$ cat src/design/aprr_pkg.sv
//==============================================================================
// How it works
// - right input volume bit 15 switches the right input amplifier on, reset 0.
// - right input volume bit 14 silences the right amplifier and cuts it from the record mixer, reset 0.
// - with bit 13 clear a released gain applies at once, with it set at the first zero crossing after.
// - written input gains wait until a 1 is written to bit 8 of either input register, which releases both.
// - bits 7:2 are the 6-bit input gain, -12 dB at code 0 in 0.75 dB steps, resetting to 0 dB (code 16).
// - left output mixer control bit 15 switches the left output mixer on, reset 0.
// - left output mixer bit 12 adds the right converter and bit 11 the left one; bit 11 resets to 1.
// - left output mixer bits 2, 1, 0 add the left aux, right amp and left amp inputs, reset 0.
// - right output mixer control bit 15 switches the right output mixer on, reset 0.
// - right output mixer bit 12 adds the right converter and bit 11 the left one; bit 12 resets to 1.
// - right output mixer bits 3, 1, 0 add the right aux, right amp and left amp inputs, reset 0.
// - line out A control bit 15 enables that output and bit 11 routes the left converter, reset 0.
// - line out A bits 8, 3, 0 route the left input mixer, line out B and left output mixer, reset 0.
// - the left input volume register has the same layout and behaviour as the right one.
package aprr_pkg;

    //==========================================================================
    // register addresses
    localparam logic [7:0] ADDR_LEFT_IN = 8'h50;
    localparam logic [7:0] ADDR_RIGHT_IN = 8'h51;
    localparam logic [7:0] ADDR_LEFT_MIX = 8'h58;
    localparam logic [7:0] ADDR_RIGHT_MIX = 8'h59;
    localparam logic [7:0] ADDR_LINE_A = 8'h5c;

    //==========================================================================
    // input volume field positions
    localparam int BIT_AMP_ON = 15;
    localparam int BIT_AMP_SILENCE = 14;
    localparam int BIT_AMP_ZC = 13;
    localparam int BIT_GAIN_STROBE = 8;
    localparam int GAIN_LSB = 2;
    localparam int GAIN_W = 6;
    localparam logic [5:0] GAIN_RESET = 6'h10;

    //==========================================================================
    // mixer field positions
    localparam int BIT_MIX_ON = 15;
    localparam int BIT_RIGHT_CONV = 12;
    localparam int BIT_LEFT_CONV = 11;
    localparam int BIT_LEFT_AUX = 2;
    localparam int BIT_RIGHT_AUX = 3;
    localparam int BIT_RIGHT_AMP = 1;
    localparam int BIT_LEFT_AMP = 0;
    localparam int BIT_LINE_A_ON = 15;
    localparam int BIT_LINE_A_LCONV = 11;
    localparam int BIT_LINE_A_IN_MIX = 8;
    localparam int BIT_LINE_A_OUT_B = 3;
    localparam int BIT_LINE_A_OUT_MIX = 0;

    //==========================================================================
    // reset values and writable masks
    localparam logic [15:0] IN_RESET = 16'h0040;
    localparam logic [15:0] LEFT_MIX_RESET = 16'h0800;
    localparam logic [15:0] RIGHT_MIX_RESET = 16'h1000;
    localparam logic [15:0] LINE_A_RESET = 16'h0000;
    localparam logic [15:0] IN_MASK = 16'he0fc;
    localparam logic [15:0] LEFT_MIX_MASK = 16'h9807;
    localparam logic [15:0] RIGHT_MIX_MASK = 16'h980b;
    localparam logic [15:0] LINE_A_MASK = 16'h8909;

    //==========================================================================
    // carriers to the analogue path
    typedef struct packed {
        logic on;
        logic silence;
        logic [5:0] gain;
    } aprr_amp_s;

    typedef struct packed {
        logic on;
        logic right_conv;
        logic left_conv;
        logic aux;
        logic right_amp;
        logic left_amp;
    } aprr_out_mix_s;

    typedef struct packed {
        logic on;
        logic left_conv;
        logic left_in_mix;
        logic line_out_b;
        logic left_out_mix;
    } aprr_line_a_s;

endpackage : aprr_pkg

$ cat src/design/aprr_regs.sv
`timescale 1ns/1ps
module aprr_regs (
    // clock and reset
    input wire logic sys_clk_i,
    input wire logic rst_i,
    // control interface register port
    input wire logic reg_wr_i,
    input wire logic reg_rd_i,
    input wire logic [7:0] reg_addr_i,
    input wire logic [15:0] reg_wdata_i,
    output logic [15:0] reg_rdata_o,
    // zero-cross comparator pins, index 0 left, 1 right
    input wire logic [1:0] zero_cross_i,
    // analogue path controls
    output aprr_pkg::aprr_amp_s left_amp_o,
    output aprr_pkg::aprr_amp_s right_amp_o,
    output aprr_pkg::aprr_out_mix_s left_out_mix_o,
    output aprr_pkg::aprr_out_mix_s right_out_mix_o,
    output aprr_pkg::aprr_line_a_s line_out_a_o
);

    //==========================================================================
    // address decode
    function automatic logic is_in_addr(input logic [7:0] a);
        is_in_addr = (a == aprr_pkg::ADDR_LEFT_IN) || (a == aprr_pkg::ADDR_RIGHT_IN);
    endfunction : is_in_addr

    // index 0 left input volume, 1 right input volume
    logic [15:0] in_reg_r [2];
    logic [15:0] in_reg_nxt [2];
    logic [15:0] left_mix_r;
    logic [15:0] left_mix_nxt;
    logic [15:0] right_mix_r;
    logic [15:0] right_mix_nxt;
    logic [15:0] line_a_r;
    logic [15:0] line_a_nxt;
    logic [15:0] rdata_r;
    logic [15:0] rdata_nxt;

    // gain staging: released by the strobe, then applied to the amplifier
    logic [5:0] rel_gain_r [2];
    logic [5:0] rel_gain_nxt [2];
    logic [5:0] app_gain_r [2];
    logic [5:0] app_gain_nxt [2];
    logic [1:0] zc_wait_r;
    logic [1:0] zc_wait_nxt;

    // zero-cross synchroniser and edge stage
    logic [1:0] zc_meta_r;
    logic [1:0] zc_sync_r;
    logic [1:0] zc_prev_r;
    logic [1:0] zc_cross;
    logic gain_strobe;

    //==========================================================================
    // zero-cross pins pass two flops, a third flop gives the crossing edge
    always_ff @(posedge sys_clk_i or posedge rst_i) begin
        if (rst_i) begin
            zc_meta_r <= 2'h0;
            zc_sync_r <= 2'h0;
            zc_prev_r <= 2'h0;
        end else begin
            zc_meta_r <= zero_cross_i;
            zc_sync_r <= zc_meta_r;
            zc_prev_r <= zc_sync_r;
        end
    end

    // either polarity change of the comparator is a crossing
    assign zc_cross = zc_sync_r ^ zc_prev_r;

    // a 1 on the strobe bit of either input register releases both gains
    assign gain_strobe = reg_wr_i && is_in_addr(reg_addr_i) && reg_wdata_i[aprr_pkg::BIT_GAIN_STROBE];

    //==========================================================================
    // register writes, undefined bits and the strobe bit never stored
    always_comb begin
        in_reg_nxt[0] = in_reg_r[0];
        in_reg_nxt[1] = in_reg_r[1];
        left_mix_nxt = left_mix_r;
        right_mix_nxt = right_mix_r;
        line_a_nxt = line_a_r;
        if (reg_wr_i) begin
            unique case (reg_addr_i)
                aprr_pkg::ADDR_LEFT_IN: begin
                    in_reg_nxt[0] = reg_wdata_i & aprr_pkg::IN_MASK;
                end
                aprr_pkg::ADDR_RIGHT_IN: begin
                    in_reg_nxt[1] = reg_wdata_i & aprr_pkg::IN_MASK;
                end
                aprr_pkg::ADDR_LEFT_MIX: begin
                    left_mix_nxt = reg_wdata_i & aprr_pkg::LEFT_MIX_MASK;
                end
                aprr_pkg::ADDR_RIGHT_MIX: begin
                    right_mix_nxt = reg_wdata_i & aprr_pkg::RIGHT_MIX_MASK;
                end
                aprr_pkg::ADDR_LINE_A: begin
                    line_a_nxt = reg_wdata_i & aprr_pkg::LINE_A_MASK;
                end
                default: begin
                    // unmapped addresses ignore writes
                end
            endcase
        end
    end

    //==========================================================================
    // gain staging per channel
    always_comb begin
        for (int ch = 0; ch < 2; ch++) begin
            rel_gain_nxt[ch] = rel_gain_r[ch];
            app_gain_nxt[ch] = app_gain_r[ch];
            zc_wait_nxt[ch] = zc_wait_r[ch];
            if (gain_strobe) begin
                // release takes the field including this very write
                rel_gain_nxt[ch] = in_reg_nxt[ch][aprr_pkg::GAIN_LSB +: aprr_pkg::GAIN_W];
                if (in_reg_nxt[ch][aprr_pkg::BIT_AMP_ZC]) begin
                    zc_wait_nxt[ch] = 1'b1; // set wins over a same-cycle crossing
                end else begin
                    app_gain_nxt[ch] = rel_gain_nxt[ch];
                    zc_wait_nxt[ch] = 1'b0;
                end
            end else if (zc_wait_r[ch] && (zc_cross[ch] || !in_reg_r[ch][aprr_pkg::BIT_AMP_ZC])) begin
                // first crossing after release, or deferral switched off meanwhile
                app_gain_nxt[ch] = rel_gain_r[ch];
                zc_wait_nxt[ch] = 1'b0;
            end
        end
    end

    //==========================================================================
    // read data, one cycle after the read request
    always_comb begin
        rdata_nxt = rdata_r;
        if (reg_rd_i) begin
            unique case (reg_addr_i)
                aprr_pkg::ADDR_LEFT_IN: rdata_nxt = in_reg_r[0];
                aprr_pkg::ADDR_RIGHT_IN: rdata_nxt = in_reg_r[1];
                aprr_pkg::ADDR_LEFT_MIX: rdata_nxt = left_mix_r;
                aprr_pkg::ADDR_RIGHT_MIX: rdata_nxt = right_mix_r;
                aprr_pkg::ADDR_LINE_A: rdata_nxt = line_a_r;
                default: rdata_nxt = 16'h0000;
            endcase
        end
    end

    //==========================================================================
    // state registers
    always_ff @(posedge sys_clk_i or posedge rst_i) begin
        if (rst_i) begin
            in_reg_r[0] <= aprr_pkg::IN_RESET;
            in_reg_r[1] <= aprr_pkg::IN_RESET;
            left_mix_r <= aprr_pkg::LEFT_MIX_RESET;
            right_mix_r <= aprr_pkg::RIGHT_MIX_RESET;
            line_a_r <= aprr_pkg::LINE_A_RESET;
            rdata_r <= 16'h0000;
            rel_gain_r[0] <= aprr_pkg::GAIN_RESET;
            rel_gain_r[1] <= aprr_pkg::GAIN_RESET;
            app_gain_r[0] <= aprr_pkg::GAIN_RESET;
            app_gain_r[1] <= aprr_pkg::GAIN_RESET;
            zc_wait_r <= 2'h0;
        end else begin
            in_reg_r[0] <= in_reg_nxt[0];
            in_reg_r[1] <= in_reg_nxt[1];
            left_mix_r <= left_mix_nxt;
            right_mix_r <= right_mix_nxt;
            line_a_r <= line_a_nxt;
            rdata_r <= rdata_nxt;
            rel_gain_r[0] <= rel_gain_nxt[0];
            rel_gain_r[1] <= rel_gain_nxt[1];
            app_gain_r[0] <= app_gain_nxt[0];
            app_gain_r[1] <= app_gain_nxt[1];
            zc_wait_r <= zc_wait_nxt;
        end
    end

    //==========================================================================
    // outputs, all straight from flip-flops
    assign reg_rdata_o = rdata_r;

    // amplifiers see the applied gain, never the pending one
    assign left_amp_o.on = in_reg_r[0][aprr_pkg::BIT_AMP_ON];
    assign left_amp_o.silence = in_reg_r[0][aprr_pkg::BIT_AMP_SILENCE];
    assign left_amp_o.gain = app_gain_r[0];
    assign right_amp_o.on = in_reg_r[1][aprr_pkg::BIT_AMP_ON];
    assign right_amp_o.silence = in_reg_r[1][aprr_pkg::BIT_AMP_SILENCE];
    assign right_amp_o.gain = app_gain_r[1];

    // left output mixer selects
    assign left_out_mix_o.on = left_mix_r[aprr_pkg::BIT_MIX_ON];
    assign left_out_mix_o.right_conv = left_mix_r[aprr_pkg::BIT_RIGHT_CONV];
    assign left_out_mix_o.left_conv = left_mix_r[aprr_pkg::BIT_LEFT_CONV];
    assign left_out_mix_o.aux = left_mix_r[aprr_pkg::BIT_LEFT_AUX];
    assign left_out_mix_o.right_amp = left_mix_r[aprr_pkg::BIT_RIGHT_AMP];
    assign left_out_mix_o.left_amp = left_mix_r[aprr_pkg::BIT_LEFT_AMP];

    // right output mixer selects
    assign right_out_mix_o.on = right_mix_r[aprr_pkg::BIT_MIX_ON];
    assign right_out_mix_o.right_conv = right_mix_r[aprr_pkg::BIT_RIGHT_CONV];
    assign right_out_mix_o.left_conv = right_mix_r[aprr_pkg::BIT_LEFT_CONV];
    assign right_out_mix_o.aux = right_mix_r[aprr_pkg::BIT_RIGHT_AUX];
    assign right_out_mix_o.right_amp = right_mix_r[aprr_pkg::BIT_RIGHT_AMP];
    assign right_out_mix_o.left_amp = right_mix_r[aprr_pkg::BIT_LEFT_AMP];

    // line out A routing
    assign line_out_a_o.on = line_a_r[aprr_pkg::BIT_LINE_A_ON];
    assign line_out_a_o.left_conv = line_a_r[aprr_pkg::BIT_LINE_A_LCONV];
    assign line_out_a_o.left_in_mix = line_a_r[aprr_pkg::BIT_LINE_A_IN_MIX];
    assign line_out_a_o.line_out_b = line_a_r[aprr_pkg::BIT_LINE_A_OUT_B];
    assign line_out_a_o.left_out_mix = line_a_r[aprr_pkg::BIT_LINE_A_OUT_MIX];

endmodule : aprr_regs

$ cat config.mk
export PLATFORM = sky130hd
export DESIGN_NAME = aprr_regs
export DESIGN_NICKNAME = d
export VERILOG_FILES = /design/src/design/aprr_pkg.sv /design/src/design/aprr_regs.sv
export SDC_FILE = /design/constraint.sdc
export NUM_CORES = 1
export LEC_CHECK = 0
export BUFFER_PORTS_ARGS = -buffer_cell sky130_fd_sc_hd__buf_2
export CORE_ASPECT_RATIO = 1.4
export CORE_MARGIN = 2
export CORE_UTILIZATION = 57
export DETAILED_ROUTE_END_ITERATION = 16
export PLACE_DENSITY = 0.83
export SYNTH_ARGS = -nofsm -noshare
export SYNTH_HDL_FRONTEND = slang
export SYNTH_SLANG_ARGS = --single-unit
$ cat constraint.sdc
create_clock -name sys_clk_i -period 3.6 [get_ports sys_clk_i]
set_input_delay 0.18 -clock sys_clk_i [delete_from_list [all_inputs] [get_ports sys_clk_i]]
set_output_delay 0.18 -clock sys_clk_i [all_outputs]
set_load 0.1 [all_outputs]
==> results of run 1 <==
==> cell families (layout without fill, tap and decap cells) <==
logic type	Yosys count	in the layout	share of synthesized area
DFF	81	81	0.5493
AOI/OAI and AO/OA	63	63	0.1289
and+or+nand+nor	54	54	0.09143
buffers and inverters	53	125	0.06511
muxes	52	52	0.1596
xor gates and xnor gates	2	2	0.004724
other	1	2	0.001011
==> how the worst max path moves through the flow <==
stage	from	end	cells past startpoint
2_1_floorplan	rst_i	in_reg_r[13]	1
3_3_place_gp	reg_addr_i[0]	left_amp_o[5]	5
3_5_place_dp	reg_addr_i[0]	right_amp_o[2]	5
4_1_cts	in_reg_r[13]	right_amp_o[2]	4
5_1_grt	in_reg_r[29]	left_amp_o[0]	4
6_report	in_reg_r[13]	right_amp_o[2]	4
==> per-stage QoR <==
stage | cells | cell area, µm² | hold slack (ps) | utilization | total power [W]
3_5_place_dp | 433 | 4078 | 289.7 | 0.6521 | 0.001344
5_1_grt | 451 | 4293 | 58.31 | 0.6865 | 0.002057
6_report | 451 | 4293 | -13.52 | 0.6865 | 0.001990
4_1_cts | 451 | 4293 | 13.32 | 0.6865 | 0.001997
2_1_floorplan | 307 | 3712 | 211.4 | - | 0.001272
3_3_place_gp | 433 | 4078 | 288.9 | 0.6521 | 0.001335
==> routing by layer <==
layer / up-vias / share of wire / track usage / wire, µm
met3: 21 / 0.057 / 0.06282 / 489
met1: 1365 / 0.40 / 0.3192 / 3456
li1: 1252 / - / - / -
met2: 101 / 0.51 / 0.4143 / 4366
met4: 0 / 0.034 / 0.09579 / 290
met5: - / 0 / 0 / 0
==> timing repair <==
action                     4_1_cts  5_1_grt
hold endpoints to repair         2        0
hold buffers                     2        0
setup endpoints to repair        0        0
==> cell usage after synthesis, drive strengths merged (2+ instances only) <==
cell type  count
nor2           2
nor3           2
nand2         14
o211ai        12
nand3          5
o22ai         11
dfrtp         73
inv           27
a31o           2
o221a         12
nand2b         2
clkbuf        12
and3           2
nor2b          2
mux2          39
nor4           4
o21ai         16
dfstp          8
a32o           2
o2bb2ai        3
mux2i         13
nand4         12
xnor2          2
buf           14
==> power groups by stage <==
stage                     registers [W]  logic [W]  clock network [W]
after floorplan                 0.00114   0.000132                  0
after global placement          0.00101   0.000329                  0
after detailed placement        0.00101   0.000335                  0
after CTS                      0.000991   0.000339           0.000667
after global routing           0.000998   0.000355           0.000705
final                          0.000992   0.000337           0.000660
==> flip-flops by register name, summed over array words and instances (netlist names) <==
register     cells
reg_rdata_o     14
right_amp_o      8
line_a_r         5
zc_sync_r        2
right_mix_r      6
zc_meta_r        2
in_reg_r        14
zc_prev_r        2
zc_wait_r        2
left_amp_o       8
left_mix_r       6
rel_gain_r      12
==> layout make-up <==
cell class              count  area [µm²]  area share
repair buffers             82       435.4      0.1014
inverters                  27       101.3     0.02361
clock inverters             6       67.56     0.01574
clock buffers              10       127.6     0.02973
multi-input cells         173        1434      0.3340
well taps                  72       90.09     0.02099
flip-flops and latches     81        2037      0.4745
==> flow_metrics.tcl, run 1 <==
set metrics [dict create \
    grt_pass1_wl_um 13650 \
    seq_area_frac_synth 0.5493 \
    p_seq_frac 0.499 \
    syn-mean-instance-area_um2 12.12 \
    start_kind "register" \
    drv_slew 0 \
    ant_nets 0 \
    max_slew_margin 0.2682 \
    pin_count 79 \
    synth_seq_cells 81 \
    critical_path.max_stage_delay_ps 830 \
    ctsHtreeMaxLevel 3 \
    grt_antenna_before_repair 0 \
    post-cts-setup-buffers 0 \
    clkTransAtPathRegs_ps 90 \
    rsz0062_at_grt "false" \
    finalCritPeriodShare 0.5783 \
    cpMaxStageDelayCell "nor4_1" \
    r2r_start "in_reg_r[13]" \
    n_fill_cell 462 \
    whs_ps -13.52 \
    synth-main-ff-cell "dfrtp_1" \
    leakage_nw 2.133 \
    fp.coreArea_um2 6254 \
    routed_wl_um 8602 \
    io_buffers 74 \
    violations "hold timing" \
    firstDrtPassIters 6 \
    nets 404 \
    worst_slack_ps 1518 \
    cts_tree "yes" \
    cts_resized 0 \
    setup_viol 0 \
    die_w_um 72.17 \
    final_common_cell "buf_2" \
    vias_per_cell 6.073 \
    crit_family "simple AND/OR/NAND/NOR gates" \
    area_growth_pct 15.76 \
    crit_type "reg2reg" \
    pwr-share-comb 0.170 \
    r2r-end "right_amp_o[2]" \
    crit_required_ps 3860 \
    final_cell_mix "buf_2, dfrtp_1, mux2_2" \
    post_drt_wl_per_cell_um 19.07 \
    skew_ps 11.61 \
    drt_iter0_drc 156 \
    reg2reg_slack_ps 1520 \
    start_util 0.5930 \
    drc 0 \
    hold_violations 20 \
    cp.arrival_ps 2340 \
    yosys_warnings 0 \
    worst_setup_path_end_kind "register" \
    synth-edff-count 0 \
    synth_area_um2 3709 \
    synth_cells 306 \
    period_minus_slack_ps 2082 \
    ir_worst_vdd_mv 0.3647 \
    tightestPinTransition_ps 1088 \
    grt_overflow 0 \
    drive_gt1_frac 0.4222 \
    tns_ps 0 \
    ys_types 47 \
    synth_top_area_share 0.4926 \
    dp_hpwl_um 6049 \
    sw_frac_of_total 0.3147 \
    clk_latency_ps 360 \
    status "finished, violations left" \
    max_freq_ghz 0.4803 \
    synth_area_leader_cell "dfrtp_1" \
    clock_sinks 81 \
    power.share.clock 0.332 \
    path_buf_inv 0 \
    grt_pass1_vias 2745 \
    critPathMaxFanout 6 \
    synth.area.top_cells "dfrtp_1, mux2_2, dfstp_2, o221a_2, mux2i_1" \
    cap_violations 0 \
    numCtsBuffers 9 \
    antennaDiodeCount 0 \
    switching_power_w 0.0006262 \
    num_vias 2739 \
    p_int_w 0.001364 \
    ctsLongestPathBuffers 2 \
    power.density_nw_per_um2 463.5 \
    hold_path_class "in2async" \
    grt_max_degree 42 \
    root_buffer "clkbuf_8" \
    rows 34 \
    die_h_um 99.44 \
    track_usage 0.2520 \
    die_area_um2 7177 \
    gp_congestion 0.8717 \
    rr_worst_depth 4 \
    synthArstFlopShare 1.000 \
    critical_path.cell_chain "mux2_2, nor4_1, o211ai_1, o221a_2" \
    place_ws_ps 1233 \
]
No activity file was read; power rests on OpenSTA's default activity.
==> run 2, diff against run 1 <==
CORE_UTILIZATION = 54   (was 57)
PLACE_DENSITY = 0.79   (was 0.83)
clock period = 2.1 ns   (was 3.6 ns; I/O delays follow)
==> run 2 against run 1 <==
  * The run now ends clean
  * Final cell count up 7.8%
  * Core utilization decreased by 0.45 points
  * Sequential power increased by 71%
  * Routed wire length fell by 0.35%
  * Clock skew about the same
  * Critical path type is now in2reg
  * Critical endpoint is now right_mix_r[11]
==> flow_metrics.tcl, run 2 (same netlist as run 1, synthesis figures left out) <==
set metrics [dict create \
    drv_slew 0 \
    gp_congestion 0.8004 \
    ant_nets 0 \
    ir_worst_vdd_mv 0.4838 \
    grt_pass1_wl_um 13570 \
    cts_tree "yes" \
    instances_no_fill 486 \
    postCtsHoldBufs 6 \
    min_to "left_mix_r[0]" \
    grt_pass1_vias 2692 \
    hold_violations 0 \
    worst_slack_ps 453.8 \
    rr_worst_depth 4 \
    fp.coreArea_um2 6613 \
    setup_viol 0 \
    io_buffers 74 \
    nets 419 \
    reg2reg_slack_ps 560 \
    root_buffer "clkbuf_8" \
    max_slew_margin 0.4838 \
    hold_path_startpoint "reg_wdata_i[0]" \
    r2r_start "in_reg_r[13]" \
    finalPower_w 0.003627 \
    cts_resized 0 \
    antennaDiodeCount 0 \
    drt_iter0_drc 185 \
    final_cell_mix "buf_2, dfrtp_1, mux2_2" \
    worst_setup_path_end_kind "register" \
    tightestPinTransition_ps 772.6 \
    drc 0 \
    clkTransAtPathRegs_ps 80 \
    start_util 0.5608 \
    grt_max_degree 36 \
    hold_path_class "in2reg" \
    rows 35 \
    status "complete, no violations" \
    cp.arrival_ps 1880 \
    max_freq_ghz 0.6075 \
    vias_per_cell 5.751 \
    clock_sinks 81 \
    crit_type "in2reg" \
    die_w_um 74.04 \
    rsz0062_at_grt "false" \
    pin_count 79 \
    die_area_um2 7556 \
    dp_hpwl_um 6183 \
    start_kind "input port" \
    power.density_nw_per_um2 804.2 \
    firstDrtPassIters 4 \
    tns_ps 0 \
    drive_gt1_frac 0.4340 \
    seq_area_um2 2037 \
    die_h_um 102.1 \
    post-place-cells 464 \
    routed_wl_um 8572 \
    critPathMaxFanout 6 \
    ctsHtreeMaxLevel 3 \
    area_growth_pct 21.59 \
    grt_overflow 0 \
    numCtsBuffers 9 \
    period_minus_slack_ps 1646 \
    min_path_cells 2 \
    finalCritPeriodShare 0.7839 \
    leakage_nw 2.233 \
    final_common_cell "buf_2" \
    track_usage 0.2442 \
    r2r-end "right_amp_o[2]" \
    num_vias 2795 \
    skew_ps 11.23 \
    post-cts-setup-buffers 0 \
    clk_latency_ps 350 \
    n_fill_cell 483 \
    utilization 0.6819 \
    crit_required_ps 2330 \
    ctsLongestPathBuffers 2 \
    post_drt_wl_per_cell_um 17.64 \
    multi_input_area_um2 1434 \
    cap_violations 0 \
    grt_antenna_before_repair 0 \
    place_ws_ps 110.3 \
]
-- run 2: changes by cell type in the layout (fill, tap and decap cells not counted), sizes merged --
cell	before	now
dlygate4sd3	2	6
inv	28	26
buf	80	91
bufinv	1	3
-- run 2: power breakdown --
| group | internal (W) | switching (W) |
|---|---|---|
| clock | 0.000786 | 0.000547 |
| combinational | 0.000148 | 0.000444 |
| sequential | 0.00165 | 0.0000524 |
-- run 2: worst max-delay path, stage by stage --
cell    delay (ps)
buf_2          100
or3b_1         480
or4b_4         600
nor2_4         230
mux2_2         360
-- run 2: per-stage QoR --
stage / instance area [µm²] / hold WS (ps)
after floorplan: 3716 / 136.4
after global placement: 4214 / 213.9
after detailed placement: 4214 / 215.9
after CTS: 4509 / 8.670
after global routing: 4509 / 11.68
final: 4509 / 22.41
-- run 2: worst max-delay path by stage --
stage | start | endpoint | cells after the start
2_1_floorplan | reg_addr_i[1] | left_mix_r[2] | 6
3_3_place_gp | reg_addr_i[1] | right_mix_r[3] | 5
3_5_place_dp | reg_addr_i[1] | right_mix_r[11] | 5
4_1_cts | reg_addr_i[1] | right_mix_r[11] | 5
5_1_grt | in_reg_r[29] | left_amp_o[4] | 4
6_report | reg_addr_i[1] | right_mix_r[11] | 5
-- run 2: metal layers --
metal / GRT usage / wire, µm
met4: 0.1217 / 341
met5: 0 / 0
met1: 0.3099 / 3519
met3: 0.05621 / 482
met2: 0.3901 / 4228
-- run 2: area by class of cell --
| cell class | instances | share of cell area |
|---|---|---|
| clock buffers | 10 | 0.02830 |
| repair buffers | 97 | 0.1293 |
| flip-flops and latches | 81 | 0.4517 |
| multi-input cells | 173 | 0.3180 |
| inverters | 27 | 0.02331 |
| well taps | 92 | 0.02553 |
| clock inverters | 6 | 0.02386 |
==> run 3, diff against run 2 <==
CORE_UTILIZATION = 49   (was 54)
PLACE_DENSITY = 0.76   (was 0.79)
clock period = 1.4 ns   (was 2.1 ns; I/O delays follow)
==> run 3 against run 2 <==
  * The run now ends with setup timing left
  * Sequential share of layout area is 3.1 points lower
  * Via count is 3.6% higher
  * First-iteration DRC count is 31% lower
  * Routed wire length is 8.7% higher
  * Clock power is 23% higher
  * Largest power group unchanged
==> flow_metrics.tcl, run 3 (same netlist as run 1, synthesis figures left out) <==
set metrics [dict create \
    status "finished, violations left" \
    violations "setup timing" \
    nets 447 \
    finalCritPeriodShare 1.052 \
    p_seq_frac 0.494 \
    gp_congestion 0.8655 \
    skew_ps 8.112 \
    clock_sinks 81 \
    drc 0 \
    leakage_nw 2.388 \
    vias_per_cell 5.580 \
    ctsLongestPathBuffers 2 \
    switching_power_w 0.001599 \
    rows 37 \
    crit_type "in2reg" \
    sw_frac_of_total 0.3081 \
    power.density_nw_per_um2 1067 \
    die_h_um 106.9 \
    hold_path_class "in2reg" \
    ant_nets 0 \
    cpMaxStageDelayCell "or4b_4" \
    place_ws_ps -481.9 \
    dp_hpwl_um 6705 \
    ctsHtreeMaxLevel 3 \
    io_buffers 74 \
    post_drt_wl_per_cell_um 17.95 \
    start_util 0.5038 \
    r2r-end "right_amp_o[5]" \
    root_buffer "clkbuf_8" \
    area_growth_pct 31.11 \
    drv_slew 0 \
    hold_violations 0 \
    postPlaceCellArea_um2 4478 \
    critPathMaxFanout 6 \
    power.share.clock 0.316 \
    firstDrtPassIters 4 \
    clkTransAtPathRegs_ps 80 \
    crit_required_ps 1630 \
    track_usage 0.2324 \
    drt_iter0_drc 127 \
    setup_viol 11 \
    grt_max_degree 82 \
    num_vias 2896 \
    crit_path_start "reg_addr_i[1]" \
    numCtsBuffers 9 \
    clk_latency_ps 360 \
    die_area_um2 8290 \
    die_w_um 77.53 \
    grt_pass1_vias 2941 \
    antennaDiodeCount 0 \
    ir_worst_vdd_mv 0.6487 \
    pwr-share-comb 0.190 \
    r2r_start "in_reg_r[13]" \
    routed_wl_um 9318 \
    grt_antenna_before_repair 0 \
    fp.coreArea_um2 7361 \
    pin_count 79 \
    design_area_um2 4862 \
    grt_pass1_wl_um 14670 \
    drive_gt1_frac 0.5071 \
    rsz0062_at_grt "true" \
    max_freq_ghz 0.6791 \
    worst_setup_path_end_kind "register" \
    worst_slack_ps -72.53 \
    start_kind "input port" \
    reg2reg_slack_ps 50 \
    critical_path.cell_chain "buf_6, or3b_4, or4b_4, nor2_4, mux2_4" \
    cap_violations 0 \
    rr_worst_depth 5 \
    final_cell_mix "dfrtp_1, buf_2, buf_4" \
    crit_end "right_mix_r[1]" \
    cts_tree "yes" \
    cp.arrival_ps 1710 \
    p_int_w 0.003590 \
    critical_path.max_stage_delay_ps 560 \
    period_minus_slack_ps 1473 \
    grt_overflow 0 \
]
run 3: cell types whose count changed in the layout (fill, tap and decap cells not counted), moves of 4 or more:
cell and change:
mux2_4 +8, dfrtp_2 +5, dfrtp_1 -5, mux2_2 -8, buf_2 -6, nor4_1 -4
buf_4 +27
run 3: power by group through the flow:
stage	clock, W	sequential (W)	combinational (W)
CTS	0.00166	0.00256	0.000970
finish	0.00164	0.00256	0.000987
global placement	0	0.00260	0.000925
floorplan	0	0.00294	0.000349
global route	0.00176	0.00257	0.00104
detailed placement	0	0.00260	0.000940
run 3: through the flow:
stage	hold WS, ps	power, W	TNS (ps)	util	instances
5_1_grt	13.48	0.005373	-770.8	0.6605	519
3_5_place_dp	179.3	0.003543	-17580	0.6084	493
4_1_cts	8.032	0.005192	-580.9	0.6490	518
3_3_place_gp	178.4	0.003520	-15900	0.6084	493
2_1_floorplan	101.4	0.003285	-10030	-	307
6_report	14.51	0.005188	-486.9	0.6605	519
run 3: what timing repair did:
item | CTS | global route
pin swaps | 1 | 1
setup buffers | 0 | 1
gates cloned | 0 | 0
hold buffers | 9 | 0
resized for setup | 6 | 15
endpoints found under the setup margin | 24 | 30
endpoints found under the hold margin | 85 | 0
run 3: how the worst min path moves through the flow:
stage / start / to / cells past startpoint
finish: reg_wdata_i[8] / line_a_r[8] / 2
global route: reg_wdata_i[8] / line_a_r[8] / 2
CTS: reg_wdata_i[8] / line_a_r[8] / 2
detailed placement: zero_cross_i[1] / zc_meta_r[1] / 1
global placement: zero_cross_i[1] / zc_meta_r[1] / 1
floorplan: zero_cross_i[0] / zc_meta_r[0] / 0
run 3: per-layer routing:
metal  track usage  share of wire  wire (µm)
met1        0.2756           0.40       3752
met2        0.4037           0.52       4801
met3       0.03451          0.041        378
met4        0.1276          0.041        385
met5             0              0          0
run 3: final cells by class:
class,count,area (µm²)
Inverter,27,105.1
Tap cell,97,121.4
Fill cell,582,2499
Clock inverter,5,56.30
Sequential cell,81,2043
Clock buffer,11,131.4
Timing Repair Buffer,125,823.3
Multi-Input combinational cell,173,1582
run 3: critical path: cells and delay by family:
kind | cells | cell delay, ps
and+or+nand+nor | 3 | 1220
muxes | 1 | 320
buffers and inverters | 1 | 90
